<file path="src/general_output_pin_three_mux_cfg.svh">
/*
  constants for the third general output source selector.
  assumes inclusion by bare name from the design file.
*/
`ifndef OUT_THREE_MUX_CFG_SVH
`define OUT_THREE_MUX_CFG_SVH
`define OUT3_CTRL_ADDR   8'h1d
`define OUT3_SEL_RESET   4'h0
`define OUT3_SEL_MSB     3
`define OUT3_UPPER_ZERO  4'h0
`define OUT3_READ_IDLE   8'h00
`define OUT3_PIN_RESET   1'h0
`endif

</file>
<file path="src/general_output_pin_three_mux_pkg.sv">
/*
  types for the third general output source selector.
  assumes the cfg header for numeric constants.
*/
package out_three_mux_pkg;
  typedef enum logic [3:0] {
    SEL_LOW, SEL_HIGH, SEL_RATE_IRQ, SEL_TX_IRQ, SEL_RX_IRQ, SEL_PREEMPH,
    SEL_NON_AUDIO, SEL_NON_VALID, SEL_CHAN_STATUS, SEL_USER_BIT, SEL_BLOCK_START,
    SEL_COPY_BIT, SEL_GEN_BIT, SEL_PARITY_ERR, SEL_RX_SYNC, SEL_TX_SYNC
  } out_sel_t;

  // routed signals, all from other clock domains or pins
  typedef struct packed {
    logic rate_converter_irq_n;
    logic tx_irq_n;
    logic rx_irq_n;
    logic rx_preemph;
    logic rx_non_audio;
    logic rx_non_valid;
    logic rx_chan_status;
    logic rx_user_bit;
    logic rx_block_start;
    logic rx_copy_bit;
    logic rx_gen_bit;
    logic rx_parity_err;
    logic rx_sync_clk;
    logic tx_sync_clk;
  } source_bus_t;
endpackage : out_three_mux_pkg

</file>
<file path="src/general_output_three_source_mux.sv">
/*
  source selector for general output pin three, with its control register.
  assumes a plain register port on core_clk and asynchronous source signals.
*/
// The strobed register port was decided locally.
`timescale 1ns/100ps
`include "general_output_pin_three_mux_cfg.svh"

module general_output_three_source_mux
  import out_three_mux_pkg::*;
(
  input  wire logic        core_clk,
  input  wire logic        srst,
  input  wire logic  [7:0] reg_addr,
  input  wire logic  [7:0] reg_wdata,
  input  wire logic        reg_wr,
  input  wire logic        reg_rd,
  output logic       [7:0] reg_rdata,
  input  wire source_bus_t source_in,
  output logic             general_output_pin_three
);

  // three-stage sampling; a change counts once stages two and three agree
  source_bus_t sync1_q;
  source_bus_t sync2_q;
  source_bus_t sync3_q;
  source_bus_t stable_q;
  source_bus_t stable_d;
  out_sel_t    out_three_source_select_q;
  logic        pin_d;
  logic        hit;

  // address decode for the only mapped register
  assign hit = (reg_addr == `OUT3_CTRL_ADDR);
  // stable value only moves when the two late stages match, filtering runts
  assign stable_d = source_bus_t'((sync2_q & sync3_q) | (stable_q & (sync2_q | sync3_q)));

  // sync stages carry no reset; only the filtered copy needs a known start
  always_ff @(posedge core_clk) begin
    sync1_q  <= source_in;
    sync2_q  <= sync1_q;
    sync3_q  <= sync2_q;
    stable_q <= srst ? source_bus_t'('0) : stable_d;
  end

  // control register; upper nibble of the write is dropped
  always_ff @(posedge core_clk) begin
    if (srst) begin
      out_three_source_select_q <= out_sel_t'(`OUT3_SEL_RESET);
    end else if (reg_wr && hit) begin
      out_three_source_select_q <= out_sel_t'(reg_wdata[`OUT3_SEL_MSB:0]);
    end
  end

  // read data valid only in the cycle after the strobe
  always_ff @(posedge core_clk) begin
    if (srst) begin
      reg_rdata <= `OUT3_READ_IDLE;
    end else if (reg_rd && hit) begin
      reg_rdata <= {`OUT3_UPPER_ZERO, out_three_source_select_q};
    end else begin
      reg_rdata <= `OUT3_READ_IDLE;
    end
  end

  // source selection; registered pin so a select change never glitches it
  always_comb begin
    case (out_three_source_select_q)
      SEL_LOW:         pin_d = 1'h0;
      SEL_HIGH:        pin_d = 1'h1;
      SEL_RATE_IRQ:    pin_d = stable_q.rate_converter_irq_n;
      SEL_TX_IRQ:      pin_d = stable_q.tx_irq_n;
      SEL_RX_IRQ:      pin_d = stable_q.rx_irq_n;
      SEL_PREEMPH:     pin_d = ~stable_q.rx_preemph;
      SEL_NON_AUDIO:   pin_d = stable_q.rx_non_audio;
      SEL_NON_VALID:   pin_d = stable_q.rx_non_valid;
      SEL_CHAN_STATUS: pin_d = stable_q.rx_chan_status;
      SEL_USER_BIT:    pin_d = stable_q.rx_user_bit;
      SEL_BLOCK_START: pin_d = stable_q.rx_block_start;
      SEL_COPY_BIT:    pin_d = stable_q.rx_copy_bit;
      SEL_GEN_BIT:     pin_d = stable_q.rx_gen_bit;
      SEL_PARITY_ERR:  pin_d = stable_q.rx_parity_err;
      SEL_RX_SYNC:     pin_d = stable_q.rx_sync_clk;
      SEL_TX_SYNC:     pin_d = stable_q.tx_sync_clk;
      default:         pin_d = 1'h0;
    endcase
  end

  // pin flop; costs one cycle of latency but the pin never sees a decode glitch
  always_ff @(posedge core_clk) begin
    general_output_pin_three <= srst ? `OUT3_PIN_RESET : pin_d;
  end

  // reset and fixed levels
  chk_reset_low_pin: assert property (@(posedge core_clk)
    srst |=> !general_output_pin_three)
    else $error("pin not low after reset");

  chk_forced_high: assert property (@(posedge core_clk) disable iff (srst)
    out_three_source_select_q == SEL_HIGH |=> general_output_pin_three)
    else $error("forced high not driven");

  chk_forced_low: assert property (@(posedge core_clk) disable iff (srst)
    out_three_source_select_q == SEL_LOW |=> !general_output_pin_three)
    else $error("forced low not driven");

  // register port
  chk_write_takes: assert property (@(posedge core_clk) disable iff (srst)
    reg_wr && hit
    |=> out_three_source_select_q == $past(reg_wdata[`OUT3_SEL_MSB:0]))
    else $error("selector write lost");

  chk_select_hold: assert property (@(posedge core_clk) disable iff (srst)
    !(reg_wr && hit)
    |=> out_three_source_select_q == $past(out_three_source_select_q))
    else $error("selector changed without a write");

  chk_read_upper: assert property (@(posedge core_clk) disable iff (srst)
    reg_rd && hit
    |=> reg_rdata == {`OUT3_UPPER_ZERO, $past(out_three_source_select_q)})
    else $error("read value wrong");

  chk_read_idle: assert property (@(posedge core_clk) disable iff (srst)
    !(reg_rd && hit)
    |=> reg_rdata == `OUT3_READ_IDLE)
    else $error("read data not idle");

  // input filter; a runt shorter than two cycles never reaches the mux
  chk_stable_reset: assert property (@(posedge core_clk)
    srst |=> stable_q == source_bus_t'('0))
    else $error("filtered sources not cleared by reset");

  chk_filter_take: assert property (@(posedge core_clk) disable iff (srst)
    sync2_q == sync3_q
    |=> stable_q == $past(sync3_q))
    else $error("agreed source value not taken");

  chk_filter_hold: assert property (@(posedge core_clk) disable iff (srst)
    1'h1
    |=> ((stable_q ^ $past(stable_q)) & $past(sync2_q ^ sync3_q)) == '0)
    else $error("source bit moved while stages disagreed");

  // routed sources
  chk_preemph_inv: assert property (@(posedge core_clk) disable iff (srst)
    out_three_source_select_q == SEL_PREEMPH
    |=> general_output_pin_three == !$past(stable_q.rx_preemph))
    else $error("pre-emphasis polarity wrong");

  chk_rate_irq: assert property (@(posedge core_clk) disable iff (srst)
    out_three_source_select_q == SEL_RATE_IRQ
    |=> general_output_pin_three == $past(stable_q.rate_converter_irq_n))
    else $error("rate irq not routed");

  chk_tx_irq: assert property (@(posedge core_clk) disable iff (srst)
    out_three_source_select_q == SEL_TX_IRQ
    |=> general_output_pin_three == $past(stable_q.tx_irq_n))
    else $error("tx irq not routed");

  chk_rx_irq: assert property (@(posedge core_clk) disable iff (srst)
    out_three_source_select_q == SEL_RX_IRQ
    |=> general_output_pin_three == $past(stable_q.rx_irq_n))
    else $error("rx irq not routed");

  chk_non_audio: assert property (@(posedge core_clk) disable iff (srst)
    out_three_source_select_q == SEL_NON_AUDIO
    |=> general_output_pin_three == $past(stable_q.rx_non_audio))
    else $error("non-audio not routed");

  chk_non_valid: assert property (@(posedge core_clk) disable iff (srst)
    out_three_source_select_q == SEL_NON_VALID
    |=> general_output_pin_three == $past(stable_q.rx_non_valid))
    else $error("non-valid not routed");

  chk_chan_status: assert property (@(posedge core_clk) disable iff (srst)
    out_three_source_select_q == SEL_CHAN_STATUS
    |=> general_output_pin_three == $past(stable_q.rx_chan_status))
    else $error("channel status not routed");

  chk_user_bit: assert property (@(posedge core_clk) disable iff (srst)
    out_three_source_select_q == SEL_USER_BIT
    |=> general_output_pin_three == $past(stable_q.rx_user_bit))
    else $error("user bit not routed");

  chk_block_start: assert property (@(posedge core_clk) disable iff (srst)
    out_three_source_select_q == SEL_BLOCK_START
    |=> general_output_pin_three == $past(stable_q.rx_block_start))
    else $error("block start not routed");

  chk_copy_bit: assert property (@(posedge core_clk) disable iff (srst)
    out_three_source_select_q == SEL_COPY_BIT
    |=> general_output_pin_three == $past(stable_q.rx_copy_bit))
    else $error("copy bit not routed");

  chk_gen_bit: assert property (@(posedge core_clk) disable iff (srst)
    out_three_source_select_q == SEL_GEN_BIT
    |=> general_output_pin_three == $past(stable_q.rx_gen_bit))
    else $error("generation bit not routed");

  chk_parity_err: assert property (@(posedge core_clk) disable iff (srst)
    out_three_source_select_q == SEL_PARITY_ERR
    |=> general_output_pin_three == $past(stable_q.rx_parity_err))
    else $error("parity error not routed");

  chk_rx_sync: assert property (@(posedge core_clk) disable iff (srst)
    out_three_source_select_q == SEL_RX_SYNC
    |=> general_output_pin_three == $past(stable_q.rx_sync_clk))
    else $error("rx sync not routed");

  chk_tx_sync: assert property (@(posedge core_clk) disable iff (srst)
    out_three_source_select_q == SEL_TX_SYNC
    |=> general_output_pin_three == $past(stable_q.tx_sync_clk))
    else $error("tx sync not routed");

endmodule : general_output_three_source_mux

</file>
<file path="config.mk">
export PLATFORM = sky130hd
export DESIGN_NAME = general_output_three_source_mux
export DESIGN_NICKNAME = d
export VERILOG_FILES = /design/src/general_output_pin_three_mux_pkg.sv /design/src/general_output_three_source_mux.sv
export VERILOG_INCLUDE_DIRS = /design/src /design/src/src
export SDC_FILE = /design/constraint.sdc
export NUM_CORES = 1
export LEC_CHECK = 0
export ABC_AREA = 0
export BUFFER_PORTS_ARGS = -buffer_cell sky130_fd_sc_hd__buf_2
export CAP_MARGIN = 20
export CORE_ASPECT_RATIO = 1.1
export CORE_MARGIN = 1.5
export CORE_UTILIZATION = 50
export CTS_BUF_LIST = sky130_fd_sc_hd__clkbuf_8
export CTS_CLUSTER_DIAMETER = 60
export DETAILED_ROUTE_END_ITERATION = 10
export PLACE_DENSITY_LB_ADDON = 0.1
export SYNTH_ARGS = -nofsm -noshare
export SYNTH_HDL_FRONTEND = slang
export SYNTH_SLANG_ARGS = --single-unit
</file>
<file path="constraint.sdc">
create_clock -name core_clk -period 1.5 [get_ports core_clk]
set_input_delay 0.3 -clock core_clk [delete_from_list [all_inputs] [get_ports core_clk]]
set_output_delay 0.3 -clock core_clk [all_outputs]
set_load 0.1 [all_outputs]
</file>
# Word-level counts from Yosys, hierarchy flattened
# Cells that the tools add are included.
# W data, S select, Z words.
[totals]
ff_bits = 69
inputBits = 34
out_inout_bits = 9
elab_cells = 87
[op_classes]
n_eq_ne = 16
muxes = 1
n_bitwise = 6
n_reduce_logical = 4
[op_table]
columns = ["op", "n"]
rows = [
  ["$eq A4 B4 Y1 const B", 8],
  ["$and A14 B14 Y14", 2],
  ["$or A14 B14 Y14", 2],
  ["$eq A4 B3 Y1 const B", 4],
  ["$pmux W1 S16", 1],
  ["$eq A4 B2 Y1 const B", 2],
  ["$eq A8 B5 Y1 const B", 1],
  ["$eq A4 B1 Y1 const B", 1],
  ["$logic_not A4 Y1", 1],
  ["$logic_and A1 B1 Y1", 2],
  ["$not A1 Y1", 2],
  ["$reduce_or A2 Y1", 1],
]

# Depth between registers and ports, before layout
[logic_depth]
ltp_word = 4
ltp_mapped = 5
mapped_depth_nobuf = 4

# Worst setup path before layout
# OpenSTA, ideal clock, no wires.
[synth_path]
kind = "register to register"
startpoint = "reg out_three_source_select_q[1]"
endpoint = "reg general_output_pin_three"
setup_time_ps = 122
arrival_ps = 1101
path_slack_ps = 277
path_stages_with_launch = 5
path_buffers = 1
path_cell_list = "dfxtp_1 > buf_6 > mux4_2 > nor2b_1 > o22ai_1"
[synth_via]
elab_chain_cells = 2
word_cells_on_any_way = 17
classes_between = "15 x eq/ne; 1 x mux; 1 x reduce/logical"
[synth_rtl]
columns = ["item", "line", "source"]
rows = [
  ["from (decl)", "general_output_three_source_mux.sv:29", "out_sel_t out_three_source_select_q;"],
  ["from (signal assigned)", "general_output_three_source_mux.sv:49", "out_three_source_select_q <= out_sel_t'(`OUT3_SEL_RESET);"],
  ["from (signal assigned)", "general_output_three_source_mux.sv:51", "out_three_source_select_q <= out_sel_t'(reg_wdata[`OUT3_SEL_MSB:0]);"],
  ["$eq A4 B4 Y1 (tied with other cells)", "general_output_three_source_mux.sv:68", "case (out_three_source_select_q)"],
  ["$pmux W1 S16 (*)", "general_output_three_source_mux.sv:68", ""],
  ["to (signal assigned)", "general_output_three_source_mux.sv:91", "general_output_pin_three <= srst ? `OUT3_PIN_RESET : pin_d;"],
  ["to (decl)", "general_output_three_source_mux.sv:20", "output logic general_output_pin_three"],
]
# Every way passes the cells marked *; elsewhere a longest branch is shown, timed or not.
# A chain may end at the register's enable or synchronous reset.

# Final worst setup path
[layout_path]
startpoint = "reg reg_rdata[1]"
endpoint = "out reg_rdata[1]"
[layout_rtl]
columns = ["item", "line", "source"]
rows = [
  ["from (decl)", "general_output_three_source_mux.sv:18", "output logic [7:0] reg_rdata,"],
  ["from (signal assigned)", "general_output_three_source_mux.sv:58", "reg_rdata <= `OUT3_READ_IDLE;"],
  ["from (signal assigned)", "general_output_three_source_mux.sv:60", "reg_rdata <= {`OUT3_UPPER_ZERO, out_three_source_select_q};"],
  ["from (signal assigned)", "general_output_three_source_mux.sv:62", "reg_rdata <= `OUT3_READ_IDLE;"],
]
# No word-level cell between the ends.

==> results.json <==
{
  "grt_overflow_total": 0,
  "rsz0062_at_grt": "false",
  "yosysUniqueCellTypes": 24,
  "numCtsBuffers": 9,
  "cp-end-kind": "primary output",
  "p_leak_nw": 0.9939,
  "synth_seq_area_share_pct": 72.02,
  "dpl_cell_area_sq_um": 2014,
  "worst-path-buf-inv": 1,
  "drive_gt1_share_pct": 26.26,
  "cap_violations": 0,
  "drc_errors": 0,
  "ys_seq_elements": 65,
  "finalNetCount": 227,
  "critPathMaxFanout": 1,
  "fillCellCount": 274,
  "fin_crit_ps": 1346,
  "gp_congestion": 0.6940,
  "min_period_over_period_pct": 89.72,
  "yosys.area.top_type_share_pct": 72.02,
  "crit_path_max_incr_delay_ps": 410,
  "routedWlPerCell_um": 10.93,
  "yosysMostFrequentCell": "dfxtp_1",
  "design.core.area_sq_um": 3386,
  "criticalPathCategory": "flop to primary output",
  "ant_nets": 0,
  "worstPathArrival_ps": 1050,
  "skew_ps": 5.314,
  "post_cts_resized": 0,
  "drt_pre_antenna_iters": 4,
  "async_flop_share_pct": 0,
  "cts_tree": "yes",
  "routed_via_density": 4.675,
  "grt_pass1_wl_um": 4395,
  "ff2ff_setup_slack_ps": 270,
  "cts_sinks": 65,
  "post_cts_buffers": 0,
  "final_cell_area_sq_um": 2203,
  "critPathSlowestCell": "buf_2",
  "cts_max_level": 3,
  "die_h_um": 66.05,
  "diodes": 0,
  "syn_avg_cell_area_sq_um": 12.04,
  "rows": 22,
  "ys_warn_count": 0,
  "maxSlewViolCount": 0,
  "clk_pin_slew_ps": 60,
  "routed_wirelength_um": 2688,
  "synth_area_sq_um": 1807,
  "area_delta_synth_final_pct": 21.95,
  "power_density_nw_per_um2": 1513,
  "syn_inst": 150,
  "cp_top_family": "buffers and inverters",
  "hp-class": "input port to flop",
  "grt_antenna_before_repair": 0,
  "synthFlopType": "dfxtp_1",
  "hold_violations": 0,
  "first_global_vias": 1106,
  "clock-root-buffer": "clkbuf_8",
  "ir_drop_uv": 949.4,
  "yosys-top-cells-area": "dfxtp_1, mux2i_1, a21oi_1, o21ai_0, nand2_1",
  "fmax_mhz": 743.1,
  "grt_max_degree": 16,
  "track_usage_pct": 16.00,
  "num_vias": 1150,
  "hpwl_um": 1898,
  "tns_ps": 0,
  "setup_violations": 0,
  "drt_first_iter_violations": 18,
  "status": "complete, no violations",
  "synth-edff-count": 0,
  "path_cells": "buf_2",
  "io_buffers": 34,
  "initial_utilization_pct": 53.36,
  "cts_buffer_depth": 2,
  "cts_hold_buf": 0,
  "synthTopCellsByCount": "dfxtp_1, nand2_1, a21oi_1, o21ai_0, mux2i_1",
  "dieArea_sq_um": 3984,
  "critPathRequiredTime_ps": 1200,
  "num_io_pins": 43,
  "start_kind": "flop",
  "yosysTopAreaCell": "dfxtp_1",
  "fp.dieW_um": 60.32,
  "clock_latency_ps": 330
}
==> kinds of logic (layout without fill, tap and decap cells) <==
| kind of cell | after synthesis | after routing | synth area share [%] |
|---|---|---|---|
| flops | 65 | 65 | 72.02 |
| compound gates | 33 | 33 | 9.419 |
| simple gates | 33 | 33 | 9.557 |
| mux | 9 | 9 | 5.679 |
| buf+inv | 9 | 54 | 3.116 |
| other cells | 1 | 4 | 0.2076 |
==> registers in the layout, indices dropped and copies added (netlist names) <==
| signal | flops |
|---|---|
| out_three_source_select_q | 4 |
| sync1_q | 14 |
| sync3_q | 14 |
| reg_rdata | 4 |
| general_output_pin_three | 1 |
| stable_q | 14 |
| sync2_q | 14 |
==> layer usage <==
| layer | vias to the layer above | wire (um) | track usage [%] |
|---|---|---|---|
| met5 | - | 0 | 0 |
| met4 | 0 | 44 | 12.50 |
| met3 | 5 | 169 | 7.241 |
| met2 | 40 | 1350 | 25.41 |
| met1 | 519 | 1123 | 15.76 |
| li1 | 586 | - | - |
==> worst paths after layout <==
path | from | end | depth (start not counted)
max | reg_rdata[1]$_SDFF_PP0_ | reg_rdata[1] | 1
min | source_in[13] | sync1_q[13]$_DFF_P_ | 1
max reg2reg | out_three_source_select_q[1]$_SDFFE_PP0P_ | general_output_pin_three$_SDFF_PP0_ | 3
min reg2reg | sync1_q[7]$_DFF_P_ | sync2_q[7]$_DFF_P_ | 0
==> placed cells by master, fill, tap and decap left out, drive strengths merged <==
cell     n
a21oi   15
nor4b    1
dfxtp   65
mux2i    8
nor2b    2
nand3    1
a31oi    1
buf     36
clkbuf  10
and2     4
bufinv   1
inv      5
nand2   16
conb     4
mux4     1
and4b    2
nand4b   1
nor2     5
a211oi   1
o22ai    1
clkinv   2
and3     1
o21ai   15
==> area by class of cell <==
type	instances	area (sq um)	share of cell area (%)
flip-flops and latches	65	1301	59.06
multi-input cells	79	460.4	20.90
repair buffers	36	185.2	8.404
clock buffers	10	137.6	6.246
well taps	48	60.06	2.726
clock inverters	6	51.30	2.328
inverters	2	7.507	0.3407
==> per-stage QoR <==
step / std cells / hold WS [ps] / setup WS (ps) / utilization [%] / power, W
after floorplan: 153 / 309.6 / 276.9 / - / 0.001970
after global placement: 230 / 310.6 / 160.1 / 59.50 / 0.002009
after detailed placement: 230 / 312.1 / 92.08 / 59.50 / 0.002020
after CTS: 246 / 53.68 / 132.1 / 65.08 / 0.003384
after global routing: 246 / 49.76 / 109.9 / 65.08 / 0.003470
final: 246 / 69.79 / 154.3 / 65.08 / 0.003334
==> power breakdown <==
group	internal (W)	leakage (nW)	switching [W]
sequential	0.00181	0.543	0.0000359
combinational	0.0000513	0.341	0.0000813
clock	0.000788	0.110	0.000566
total	0.00265	0.994	0.000683
(Power assumes the default switching activity.)
